===== config.mk =====
export PLATFORM = sky130hd
export DESIGN_NAME = ppe_prog_ctrl
export DESIGN_NICKNAME = d
export VERILOG_FILES = /design/src/design/ppe_pkg.sv /design/src/design/ppe_ee_array.sv /design/src/design/ppe_prog_ctrl.sv
export VERILOG_INCLUDE_DIRS = /design/src /design/src/design
export SDC_FILE = /design/constraint.sdc
export NUM_CORES = 1
export LEC_CHECK = 0
export CAP_MARGIN = 20
export CORE_AREA = 2 2 302 215
export CTS_BUF_LIST = sky130_fd_sc_hd__clkbuf_4 sky130_fd_sc_hd__clkbuf_8
export DETAILED_ROUTE_END_ITERATION = 8
export DIE_AREA = 0 0 304 217
export DONT_BUFFER_PORTS = 1
export PLACE_DENSITY = 0.56
export SETUP_SLACK_MARGIN = 0.5
export SYNTH_ARGS = -nofsm -noshare
export SYNTH_HDL_FRONTEND = slang
export SYNTH_SLANG_ARGS = --single-unit

===== constraint.sdc =====
create_clock -name CLK -period 2.2 [get_ports CLK]
set_input_delay 0.11 -clock CLK [delete_from_list [all_inputs] [get_ports CLK]]
set_output_delay 0.11 -clock CLK [all_outputs]
set_load 0.02 [all_outputs]

===== src/design/ppe_params.svh =====
// Constants of the parallel-programming EEPROM, fuse and lock handler
`ifndef PPE_PARAMS_SVH
`define PPE_PARAMS_SVH

// Command codes taken by the load step
`define PPE_CMD_EE_WRITE 8'h11
`define PPE_CMD_EE_READ 8'h03
`define PPE_CMD_FUSE_WRITE 8'h40
`define PPE_CMD_LOCK_WRITE 8'h20
`define PPE_CMD_FUSE_READ 8'h04

// Kinds of load step selected on the load-kind pins
`define PPE_LOAD_ADDR 2'h0
`define PPE_LOAD_DATA 2'h1
`define PPE_LOAD_CMD 2'h2

// Bit positions in the written data byte
`define PPE_FUSE_SERIAL_PROG_ENABLE_FUSE_POS 5
`define PPE_FUSE_RC_OSC_SELECT_FUSE_POS 0
`define PPE_LOCK2_POS 2
`define PPE_LOCK1_POS 1

// Bit positions in the status byte, reserved bits read as one
`define PPE_STAT_LOCK1_POS 7
`define PPE_STAT_LOCK2_POS 6
`define PPE_STAT_SERIAL_PROG_ENABLE_FUSE_POS 5
`define PPE_STAT_RC_OSC_SELECT_FUSE_POS 0
`define PPE_STAT_RSVD 8'h1E

// Reset values of the nonvolatile bits, one is unprogrammed
`define PPE_RST_SERIAL_PROG_ENABLE_FUSE 1'h1
`define PPE_RST_RC_OSC_SELECT_FUSE 1'h1
`define PPE_RST_LOCK 1'h1

// APB register offsets and reset values
`define PPE_OFS_CTRL 32'h0000_0000
`define PPE_OFS_STATUS 32'h0000_0004
`define PPE_RST_CTRL_EN 1'h1

// Timing: clock rate and least EEPROM or lock write busy time
`define PPE_CLK_MHZ 10
`define PPE_WRITE_BUSY_US 500
`define PPE_WRITE_BUSY_CYC (`PPE_WRITE_BUSY_US * `PPE_CLK_MHZ)

`endif


===== src/design/ppe_pkg.sv =====
// Types of the parallel-programming EEPROM, fuse and lock handler
package ppe_pkg;

  // Handler state, one-hot
  typedef enum logic [1:0] {
    PPE_ST_IDLE = 2'h1,
    PPE_ST_BUSY = 2'h2
  } ppe_state_e;

  // APB request from the master
  typedef struct packed {
    logic psel;
    logic penable;
    logic pwrite;
    logic [31:0] paddr;
    logic [31:0] pwdata;
  } ppe_apb_req_s;

  // APB answer to the master
  typedef struct packed {
    logic [31:0] prdata;
    logic pready;
    logic pslverr;
  } ppe_apb_rsp_s;

  // Whole state of the handler
  typedef struct packed {
    ppe_state_e fsm;
    logic [15:0] busy_cnt;
    logic [7:0] cmd;
    logic [7:0] addr;
    logic [7:0] data;
    logic serial_prog_enable_fuse;
    logic rc_osc_select_fuse;
    logic lock1;
    logic lock2;
    logic ctrl_en;
    logic [2:0] wr_n_sy;
    logic [2:0] stb_sy;
    logic [1:0] oe_n_sy;
    logic [1:0] bs_sy;
    logic [1:0] kind_sy0;
    logic [1:0] kind_sy1;
    logic [7:0] din_sy0;
    logic [7:0] din_sy1;
    logic data_oe;
    logic [7:0] data_out;
    logic [31:0] prdata;
    logic perr;
  } ppe_state_s;

endpackage : ppe_pkg


===== src/design/ppe_ee_array.sv =====
// Data EEPROM array with one write port and a registered read port
`timescale 1ns/1ps

module ppe_ee_array #(
  parameter int AW = 6,
  parameter int DW = 8
) (
  input wire logic clk,
  input wire logic we,
  input wire logic [AW-1:0] waddr,
  input wire logic [DW-1:0] wdata,
  input wire logic [AW-1:0] raddr,
  output logic [DW-1:0] rdata
);

  logic [DW-1:0] mem [0:(1<<AW)-1];

  // Contents are nonvolatile, so no reset; read lags address by one edge
  always_ff @(posedge clk)
  begin
    if (we)
    begin
      mem[waddr] <= wdata;
    end
    rdata <= mem[raddr];
  end

endmodule : ppe_ee_array


===== src/design/ppe_prog_ctrl.sv =====
// Parallel-programming handler for data EEPROM, fuse bits and lock bits
//
// Overview of operation
// - Command 0x11, address, data, then write strobe stores byte in EEPROM.
// - Command 0x03, address, then output enable and byte select low reads EEPROM.
// - Command 0x40 and data byte; zero programs a fuse, one erases it.
// - Fuse byte: bit 5 serial-enable fuse, bit 0 RC-select fuse, reserved ones.
// - One low write strobe pulse executes the fuse programming.
// - Fuse programming leaves the ready/busy pin unchanged.
// - Command 0x20, data byte, write strobe programs lock bits given as zero.
// - Lock byte: bit 2 is lock 2, bit 1 is lock 1, zero programs.
// - Lock bits return to unprogrammed only through chip erase; here SYS_RST also loads them unprogrammed.
// - Command 0x04, output enable low, byte select high reads fuse/lock status.
// - Status byte: lock1 bit 7, lock2 bit 6, serial fuse bit 5, RC fuse bit 0.
//
// The address map and the APB slave port were chosen for this implementation.
`timescale 1ns/1ps
`include "ppe_params.svh"

module ppe_prog_ctrl #(
  parameter int AW = 6,
  parameter int BUSY_CYCLES = `PPE_WRITE_BUSY_CYC
) (
  input wire logic CLK,
  input wire logic SYS_RST,
  input wire logic PROG_MODE,
  input wire logic CHIP_ERASE,
  input wire logic LOAD_STB,
  input wire logic [1:0] LOAD_KIND,
  input wire logic WR_N,
  input wire logic OE_N,
  input wire logic BYTE_HALF_SELECT,
  input wire logic [7:0] DATA_IN,
  output logic [7:0] DATA_OUT,
  output logic DATA_OE,
  output logic READY_BUSY_PIN,
  output logic SERIAL_PROG_ENABLE_FUSE,
  output logic RC_OSC_SELECT_FUSE,
  output logic [1:0] LOCK_BITS,
  input wire ppe_pkg::ppe_apb_req_s APB_REQ,
  output ppe_pkg::ppe_apb_rsp_s APB_RSP
);
  import ppe_pkg::*;

  ppe_state_s st_ff;
  ppe_state_s nxt_st;
  logic [7:0] ee_rdata;
  logic ee_we;
  logic active;
  logic wr_fall;
  logic stb_rise;
  logic [7:0] stat_byte;

  // Status byte in the order the programmer reads it, zero means programmed
  function automatic logic [7:0] fuse_status(input ppe_state_s s);
    logic [7:0] b;
    b = `PPE_STAT_RSVD;
    b[`PPE_STAT_LOCK1_POS] = s.lock1;
    b[`PPE_STAT_LOCK2_POS] = s.lock2;
    b[`PPE_STAT_SERIAL_PROG_ENABLE_FUSE_POS] = s.serial_prog_enable_fuse;
    b[`PPE_STAT_RC_OSC_SELECT_FUSE_POS] = s.rc_osc_select_fuse;
    return b;
  endfunction : fuse_status

  // EEPROM array, written only by the write-strobe step
  ppe_ee_array #(
    .AW(AW),
    .DW(8)
  ) ppe_ee_array_i (
    .clk(CLK),
    .we(ee_we),
    .waddr(st_ff.addr[AW-1:0]),
    .wdata(st_ff.data),
    .raddr(st_ff.addr[AW-1:0]),
    .rdata(ee_rdata)
  );

  // Edges seen on the second synchroniser stage only
  assign wr_fall = st_ff.wr_n_sy[2] & ~st_ff.wr_n_sy[1];
  assign stb_rise = st_ff.stb_sy[1] & ~st_ff.stb_sy[2];
  assign active = PROG_MODE & st_ff.ctrl_en;
  assign stat_byte = fuse_status(st_ff);

  // Next-state logic for pins, commands, writes, reads and APB
  always_comb
  begin
    nxt_st = st_ff;
    ee_we = 1'b0;

    // Two-flop synchronisers for every pin except PROG_MODE and CHIP_ERASE; stage 0 feeds stage 1 only
    nxt_st.wr_n_sy = {st_ff.wr_n_sy[1:0], WR_N};
    nxt_st.stb_sy = {st_ff.stb_sy[1:0], LOAD_STB};
    nxt_st.oe_n_sy = {st_ff.oe_n_sy[0], OE_N};
    nxt_st.bs_sy = {st_ff.bs_sy[0], BYTE_HALF_SELECT};
    nxt_st.kind_sy0 = LOAD_KIND;
    nxt_st.kind_sy1 = st_ff.kind_sy0;
    nxt_st.din_sy0 = DATA_IN;
    nxt_st.din_sy1 = st_ff.din_sy0;

    // Load steps: command, address low byte or data low byte
    if (active && stb_rise)
    begin
      case (st_ff.kind_sy1)
        `PPE_LOAD_CMD: nxt_st.cmd = st_ff.din_sy1;
        `PPE_LOAD_ADDR: nxt_st.addr = st_ff.din_sy1;
        `PPE_LOAD_DATA: nxt_st.data = st_ff.din_sy1;
        default: nxt_st.data = st_ff.data;
      endcase
    end

    // Write strobe: ignored while a timed write is still running
    case (st_ff.fsm)
      PPE_ST_IDLE:
      begin
        if (active && wr_fall)
        begin
          if (st_ff.cmd == `PPE_CMD_EE_WRITE)
          begin
            ee_we = 1'b1;
            nxt_st.fsm = PPE_ST_BUSY;
            nxt_st.busy_cnt = 16'(BUSY_CYCLES - 1);
          end
          else if (st_ff.cmd == `PPE_CMD_FUSE_WRITE)
          begin
            nxt_st.serial_prog_enable_fuse = st_ff.data[`PPE_FUSE_SERIAL_PROG_ENABLE_FUSE_POS];
            nxt_st.rc_osc_select_fuse = st_ff.data[`PPE_FUSE_RC_OSC_SELECT_FUSE_POS];
          end
          // AND keeps a programmed bit programmed
          else if (st_ff.cmd == `PPE_CMD_LOCK_WRITE)
          begin
            nxt_st.lock1 = st_ff.lock1 & st_ff.data[`PPE_LOCK1_POS];
            nxt_st.lock2 = st_ff.lock2 & st_ff.data[`PPE_LOCK2_POS];
            nxt_st.fsm = PPE_ST_BUSY;
            nxt_st.busy_cnt = 16'(BUSY_CYCLES - 1);
          end
        end
      end
      PPE_ST_BUSY:
      begin
        // Write time runs out on its own, strobe edges are dropped
        if (st_ff.busy_cnt == 16'h0000)
        begin
          nxt_st.fsm = PPE_ST_IDLE;
        end
        else
        begin
          nxt_st.busy_cnt = st_ff.busy_cnt - 16'h0001;
        end
      end
      default:
      begin
        nxt_st.fsm = PPE_ST_IDLE;
      end
    endcase

    // chip erase and SYS_RST are the only ways back; erase wins over a lock write
    if (CHIP_ERASE)
    begin
      nxt_st.lock1 = `PPE_RST_LOCK;
      nxt_st.lock2 = `PPE_RST_LOCK;
    end

    // drive only while output enable is low and a read fits
    nxt_st.data_oe = 1'b0;
    nxt_st.data_out = st_ff.data_out;
    if (active && !st_ff.oe_n_sy[1])
    begin
      // EEPROM read with byte select low
      if (st_ff.cmd == `PPE_CMD_EE_READ && !st_ff.bs_sy[1])
      begin
        nxt_st.data_oe = 1'b1;
        nxt_st.data_out = ee_rdata;
      end
      // status read with byte select high
      else if (st_ff.cmd == `PPE_CMD_FUSE_READ && st_ff.bs_sy[1])
      begin
        nxt_st.data_oe = 1'b1;
        nxt_st.data_out = stat_byte;
      end
    end

    // APB setup phase decodes and captures read data for the access phase
    if (APB_REQ.psel && !APB_REQ.penable)
    begin
      nxt_st.perr = 1'b0;
      if (APB_REQ.paddr == `PPE_OFS_CTRL)
      begin
        nxt_st.prdata = {31'h0, st_ff.ctrl_en};
      end
      else if (APB_REQ.paddr == `PPE_OFS_STATUS)
      begin
        nxt_st.prdata = {15'h0, (st_ff.fsm == PPE_ST_IDLE), st_ff.cmd, stat_byte};
      end
      else
      begin
        nxt_st.prdata = 32'h0;
        nxt_st.perr = 1'b1;
      end
    end

    // APB write takes effect at the access edge
    if (APB_REQ.psel && APB_REQ.penable && APB_REQ.pwrite &&
        APB_REQ.paddr == `PPE_OFS_CTRL)
    begin
      nxt_st.ctrl_en = APB_REQ.pwdata[0];
    end
  end

  // State register with synchronous reset
  always_ff @(posedge CLK)
  begin
    if (SYS_RST)
    begin
      st_ff <= '0;
      st_ff.fsm <= PPE_ST_IDLE;
      st_ff.serial_prog_enable_fuse <= `PPE_RST_SERIAL_PROG_ENABLE_FUSE;
      st_ff.rc_osc_select_fuse <= `PPE_RST_RC_OSC_SELECT_FUSE;
      st_ff.lock1 <= `PPE_RST_LOCK;
      st_ff.lock2 <= `PPE_RST_LOCK;
      st_ff.ctrl_en <= `PPE_RST_CTRL_EN;
      st_ff.wr_n_sy <= 3'h7; // Idle strobe is high, no false edge
      st_ff.oe_n_sy <= 2'h3;
    end
    else
    begin
      st_ff <= nxt_st;
    end
  end

  // Outputs straight from flops except pslverr, gated by the live request; pready is a constant zero-wait answer
  assign DATA_OUT = st_ff.data_out;
  assign DATA_OE = st_ff.data_oe;
  assign READY_BUSY_PIN = (st_ff.fsm == PPE_ST_IDLE);
  assign SERIAL_PROG_ENABLE_FUSE = st_ff.serial_prog_enable_fuse;
  assign RC_OSC_SELECT_FUSE = st_ff.rc_osc_select_fuse;
  assign LOCK_BITS = {st_ff.lock2, st_ff.lock1};
  assign APB_RSP.prdata = st_ff.prdata;
  assign APB_RSP.pready = 1'b1;
  assign APB_RSP.pslverr = APB_REQ.psel & APB_REQ.penable & st_ff.perr;
endmodule : ppe_prog_ctrl


==> flow_metrics.py <==
metrics = {
    "global_route": {
        "grt_pass1_wl_um": 105100,
        "grt_max_degree": 90,
        "grt_usage": 0.2193,
        "grt_pass1_vias": 15150,
        "grt-ovfl-total": 0,
        "antenna_found_initial": 1,
    },
    "clocking": {
        "htreeDepth": 3,
        "clkTransAtPathRegs_ns": 0.07,
        "cts_buffer_depth": 3,
        "cts_root_buf": "clkbuf_8",
        "insertion_delay_ns": 0.71,
        "clock-sinks": 619,
        "cts_made_buffers": 93,
        "cts_tree": "yes",
    },
    "pwr": {
        "power_leakage_uw": 0.009297,
        "p_per_area_nw_per_um2": 704.5,
        "ir_drop_v": 0.0004525,
    },
    "setup_path": {
        "max_stage_delay_ns": 0.51,
        "path_class": "reg -> reg",
        "arrival_ns": 3.08,
        "path_cells": "buf_12 -> buf_8 -> and2_4 -> buf_12 -> buf_12 -> a221oi_2 -> nor2_2 -> a221oi_2 -> o22ai_1 -> or4_1",
        "end_kind": "register",
        "cp.required_ns": 2.76,
        "worstSetupStartpointType": "register",
        "critPathTopFamily": "simple AND/OR/NAND/NOR gates",
        "cp_slowest_cell": "or4_1",
        "cp_common_cell": "buf_12",
        "worstPathMaxFanout": 10,
        "crit_buf_inv": 4,
    },
    "timing": {
        "clock.fmax_mhz": 397.4,
        "setup_viol": 522,
        "worst_clock_skew_ns": 0.02990,
        "hold_slack_ns": 0.003387,
        "timing.final.crit_period_ns": 2.516,
        "hold_violations": 0,
        "drv_slew": 0,
        "rsz0062_at_grt": "true",
        "period_share": 1.144,
        "slew_headroom": 0.3044,
        "fin_ws_ns": -0.3161,
        "worstMarginPinSlew_ns": 1.035,
    },
    "floorplanning": {
        "io_pins": 133,
        "core-area_um2": 63530,
        "die_w_um": 304,
        "rows": 78,
        "start_util": 0.3835,
        "dieArea_um2": 65970,
        "dieHeight_um": 217,
    },
    "synth": {
        "synth_top_family_by_area": "multiplexers",
        "synth_area_um2": 24370,
        "synth_seq_cells": 619,
        "synth_cell_types": 70,
        "synth_ff_type": "edfxtp_1",
        "synth_fa_ha_area_frac": 0.0005135,
        "synth_xor_area_frac": 0.003594,
        "seq_area_frac_synth": 0.7189,
        "synth_compound_area_frac": 0.07394,
        "synthMuxAreaShare": 0.1003,
        "synth-async-reset-ratio": 0,
        "synth_edf_count": 512,
        "yosys.area_share.simple": 0.06942,
        "avgSynthCellArea_um2": 15.72,
        "synth_cells": 1550,
        "synth_warnings": 0,
    },
    "finish": {
        "drive_gt1_frac": 0.3988,
        "post_layout_nonfiller_instances": 2801,
        "num_antenna_cells": 0,
        "area_delta_synth_final_pct": 30.86,
        "layout_commonest_cell": "edfxtp_1",
        "final_cell_mix": "edfxtp_1, buf_4, clkbuf_8",
        "finish.net_count": 1976,
        "nFillCells": 5265,
        "fin_area_um2": 31890,
    },
    "routing": {
        "drcViolationCount": 0,
        "viasPerCell": 5.564,
        "ant_nets": 0,
        "drtPass1Iterations": 7,
        "num_vias": 15580,
        "drt-initial-drc-count": 1807,
        "wirelength_um": 74170,
        "post_drt_wl_per_cell_um": 26.48,
    },
    "worst_hold_path": {
        "hp-class": "in -> reg",
    },
    "placed_design": {
        "hpwl_um": 46540,
        "placed_cells": 2521,
        "place_area_um2": 27600,
        "numPortBuffers": 0,
        "gp_congestion": 0.9050,
    },
    "status": {
        "status": "complete, but fails checks",
        "violations": "negative setup slack",
    },
    "job": {
        "maxCapViolCount": 0,
    },
}
[registers in the layout, summed over array words and instances (netlist names)]
| signal | count |
|---|---|
| DATA_OE | 1 |
| DATA_OUT | 8 |
| ppe_ee_array_i.rdata | 8 |
| st_ff | 56 |
| APB_RSP | 14 |
| LOCK_BITS | 2 |
| ppe_ee_array_i.mem | 512 |
| RC_OSC_SELECT_FUSE | 1 |
| SERIAL_PROG_ENABLE_FUSE | 1 |
| nxt_st | 16 |
[metal layers]
metal | up-vias | wire length, µm | global-route usage
met2 | 790 | 31090 | 0.3024
met3 | 108 | 7914 | 0.06593
met5 | - | 0 | 0
met1 | 7990 | 33690 | 0.3341
li1 | 6696 | - | -
met4 | 0 | 1477 | 0.05622
[cell type report]
type	instances	area, µm²	share of cell area
Clock inverter	30	210.2	0.006592
Multi-Input combinational cell	805	7411	0.2324
Inverter	9	33.78	0.001059
Timing Repair Buffer	362	3979	0.1248
Clock buffer	136	1659	0.05203
Sequential cell	619	17540	0.5502
Tap cell	840	1051	0.03296
[worst register-to-register path: stages (launching register included)]
cell      delay [ns]
dfxtp_4         0.42
buf_12          0.17
buf_8           0.13
and2_4          0.17
buf_12          0.14
buf_12          0.15
a221oi_2        0.30
nor2_2          0.08
a221oi_2        0.22
o22ai_1         0.10
or4_1           0.51
[cells in the mapped netlist (17+ instances only)]
master / number / area [µm²]
nor2_1: 148 / 555.5
mux4_2: 43 / 968.4
mux2_2: 37 / 416.7
nor3_1: 17 / 85.08
a22oi_1: 57 / 427.9
nand2_1: 41 / 153.9
dfxtp_1: 107 / 2142
buf_4: 54 / 405.4
edfxtp_1: 512 / 15370
o21ai_0: 30 / 150.1
clkbuf_1: 35 / 131.4
nor4_1: 17 / 106.4
a21oi_1: 44 / 220.2
nor2b_1: 38 / 237.7
o22ai_1: 19 / 118.9
a221oi_1: 29 / 254.0
mux2i_1: 98 / 980.9
buf_2: 34 / 170.2
[through the flow]
step / setup TNS [ns] / power [µW] / util / setup WS [ns]
4_1_cts: -93.30 / 22610 / 0.4929 / -0.2621
3_3_place_gp: -142.46 / 13000 / 0.4345 / -0.5134
5_1_grt: -137.41 / 23140 / 0.5019 / -0.3575
2_1_floorplan: -8.256 / 12960 / - / -0.03047
6_report: -104.72 / 22460 / 0.5019 / -0.3161
3_5_place_dp: -153.18 / 13000 / 0.4345 / -0.5199
[cell families after synthesis]
| group | Yosys count |
|---|---|
| flops | 619 |
| simple gates | 337 |
| compound gates | 253 |
| mux | 185 |
| buf+inv | 143 |
| xor+xnor | 10 |
| other cells | 2 |
| fa+ha+maj | 1 |
[report_power, final]
| part | switching [µW] | internal [µW] |
|---|---|---|
| Sequential | 26.2 | 12500 |
| Clock | 4520 | 5090 |
| Combinational | 164 | 130 |
[timing repair]
item	CTS	global route
endpoints found under the hold margin	99	10
cloned	4	4
pin swaps	72	53
endpoints found under the setup margin	551	567
hold buffers	29	1
setup buffers	66	11
gates resized for setup	155	91
[final timing paths]
| path | startpoint | endpoint | slack (ns) | depth (start not counted) |
|---|---|---|---|---|
| min reg2reg | nxt_st[65] | st_ff[65] | 0.41 | 1 |
| min | PROG_MODE | st_ff[88] | 0.003 | 5 |
| max | st_ff[86] | ppe_ee_array_i.rdata[5] | -0.32 | 10 |
| max reg2reg | st_ff[86] | ppe_ee_array_i.rdata[5] | -0.32 | 10 |
Note: power is estimated with default switching activity, not from simulation.
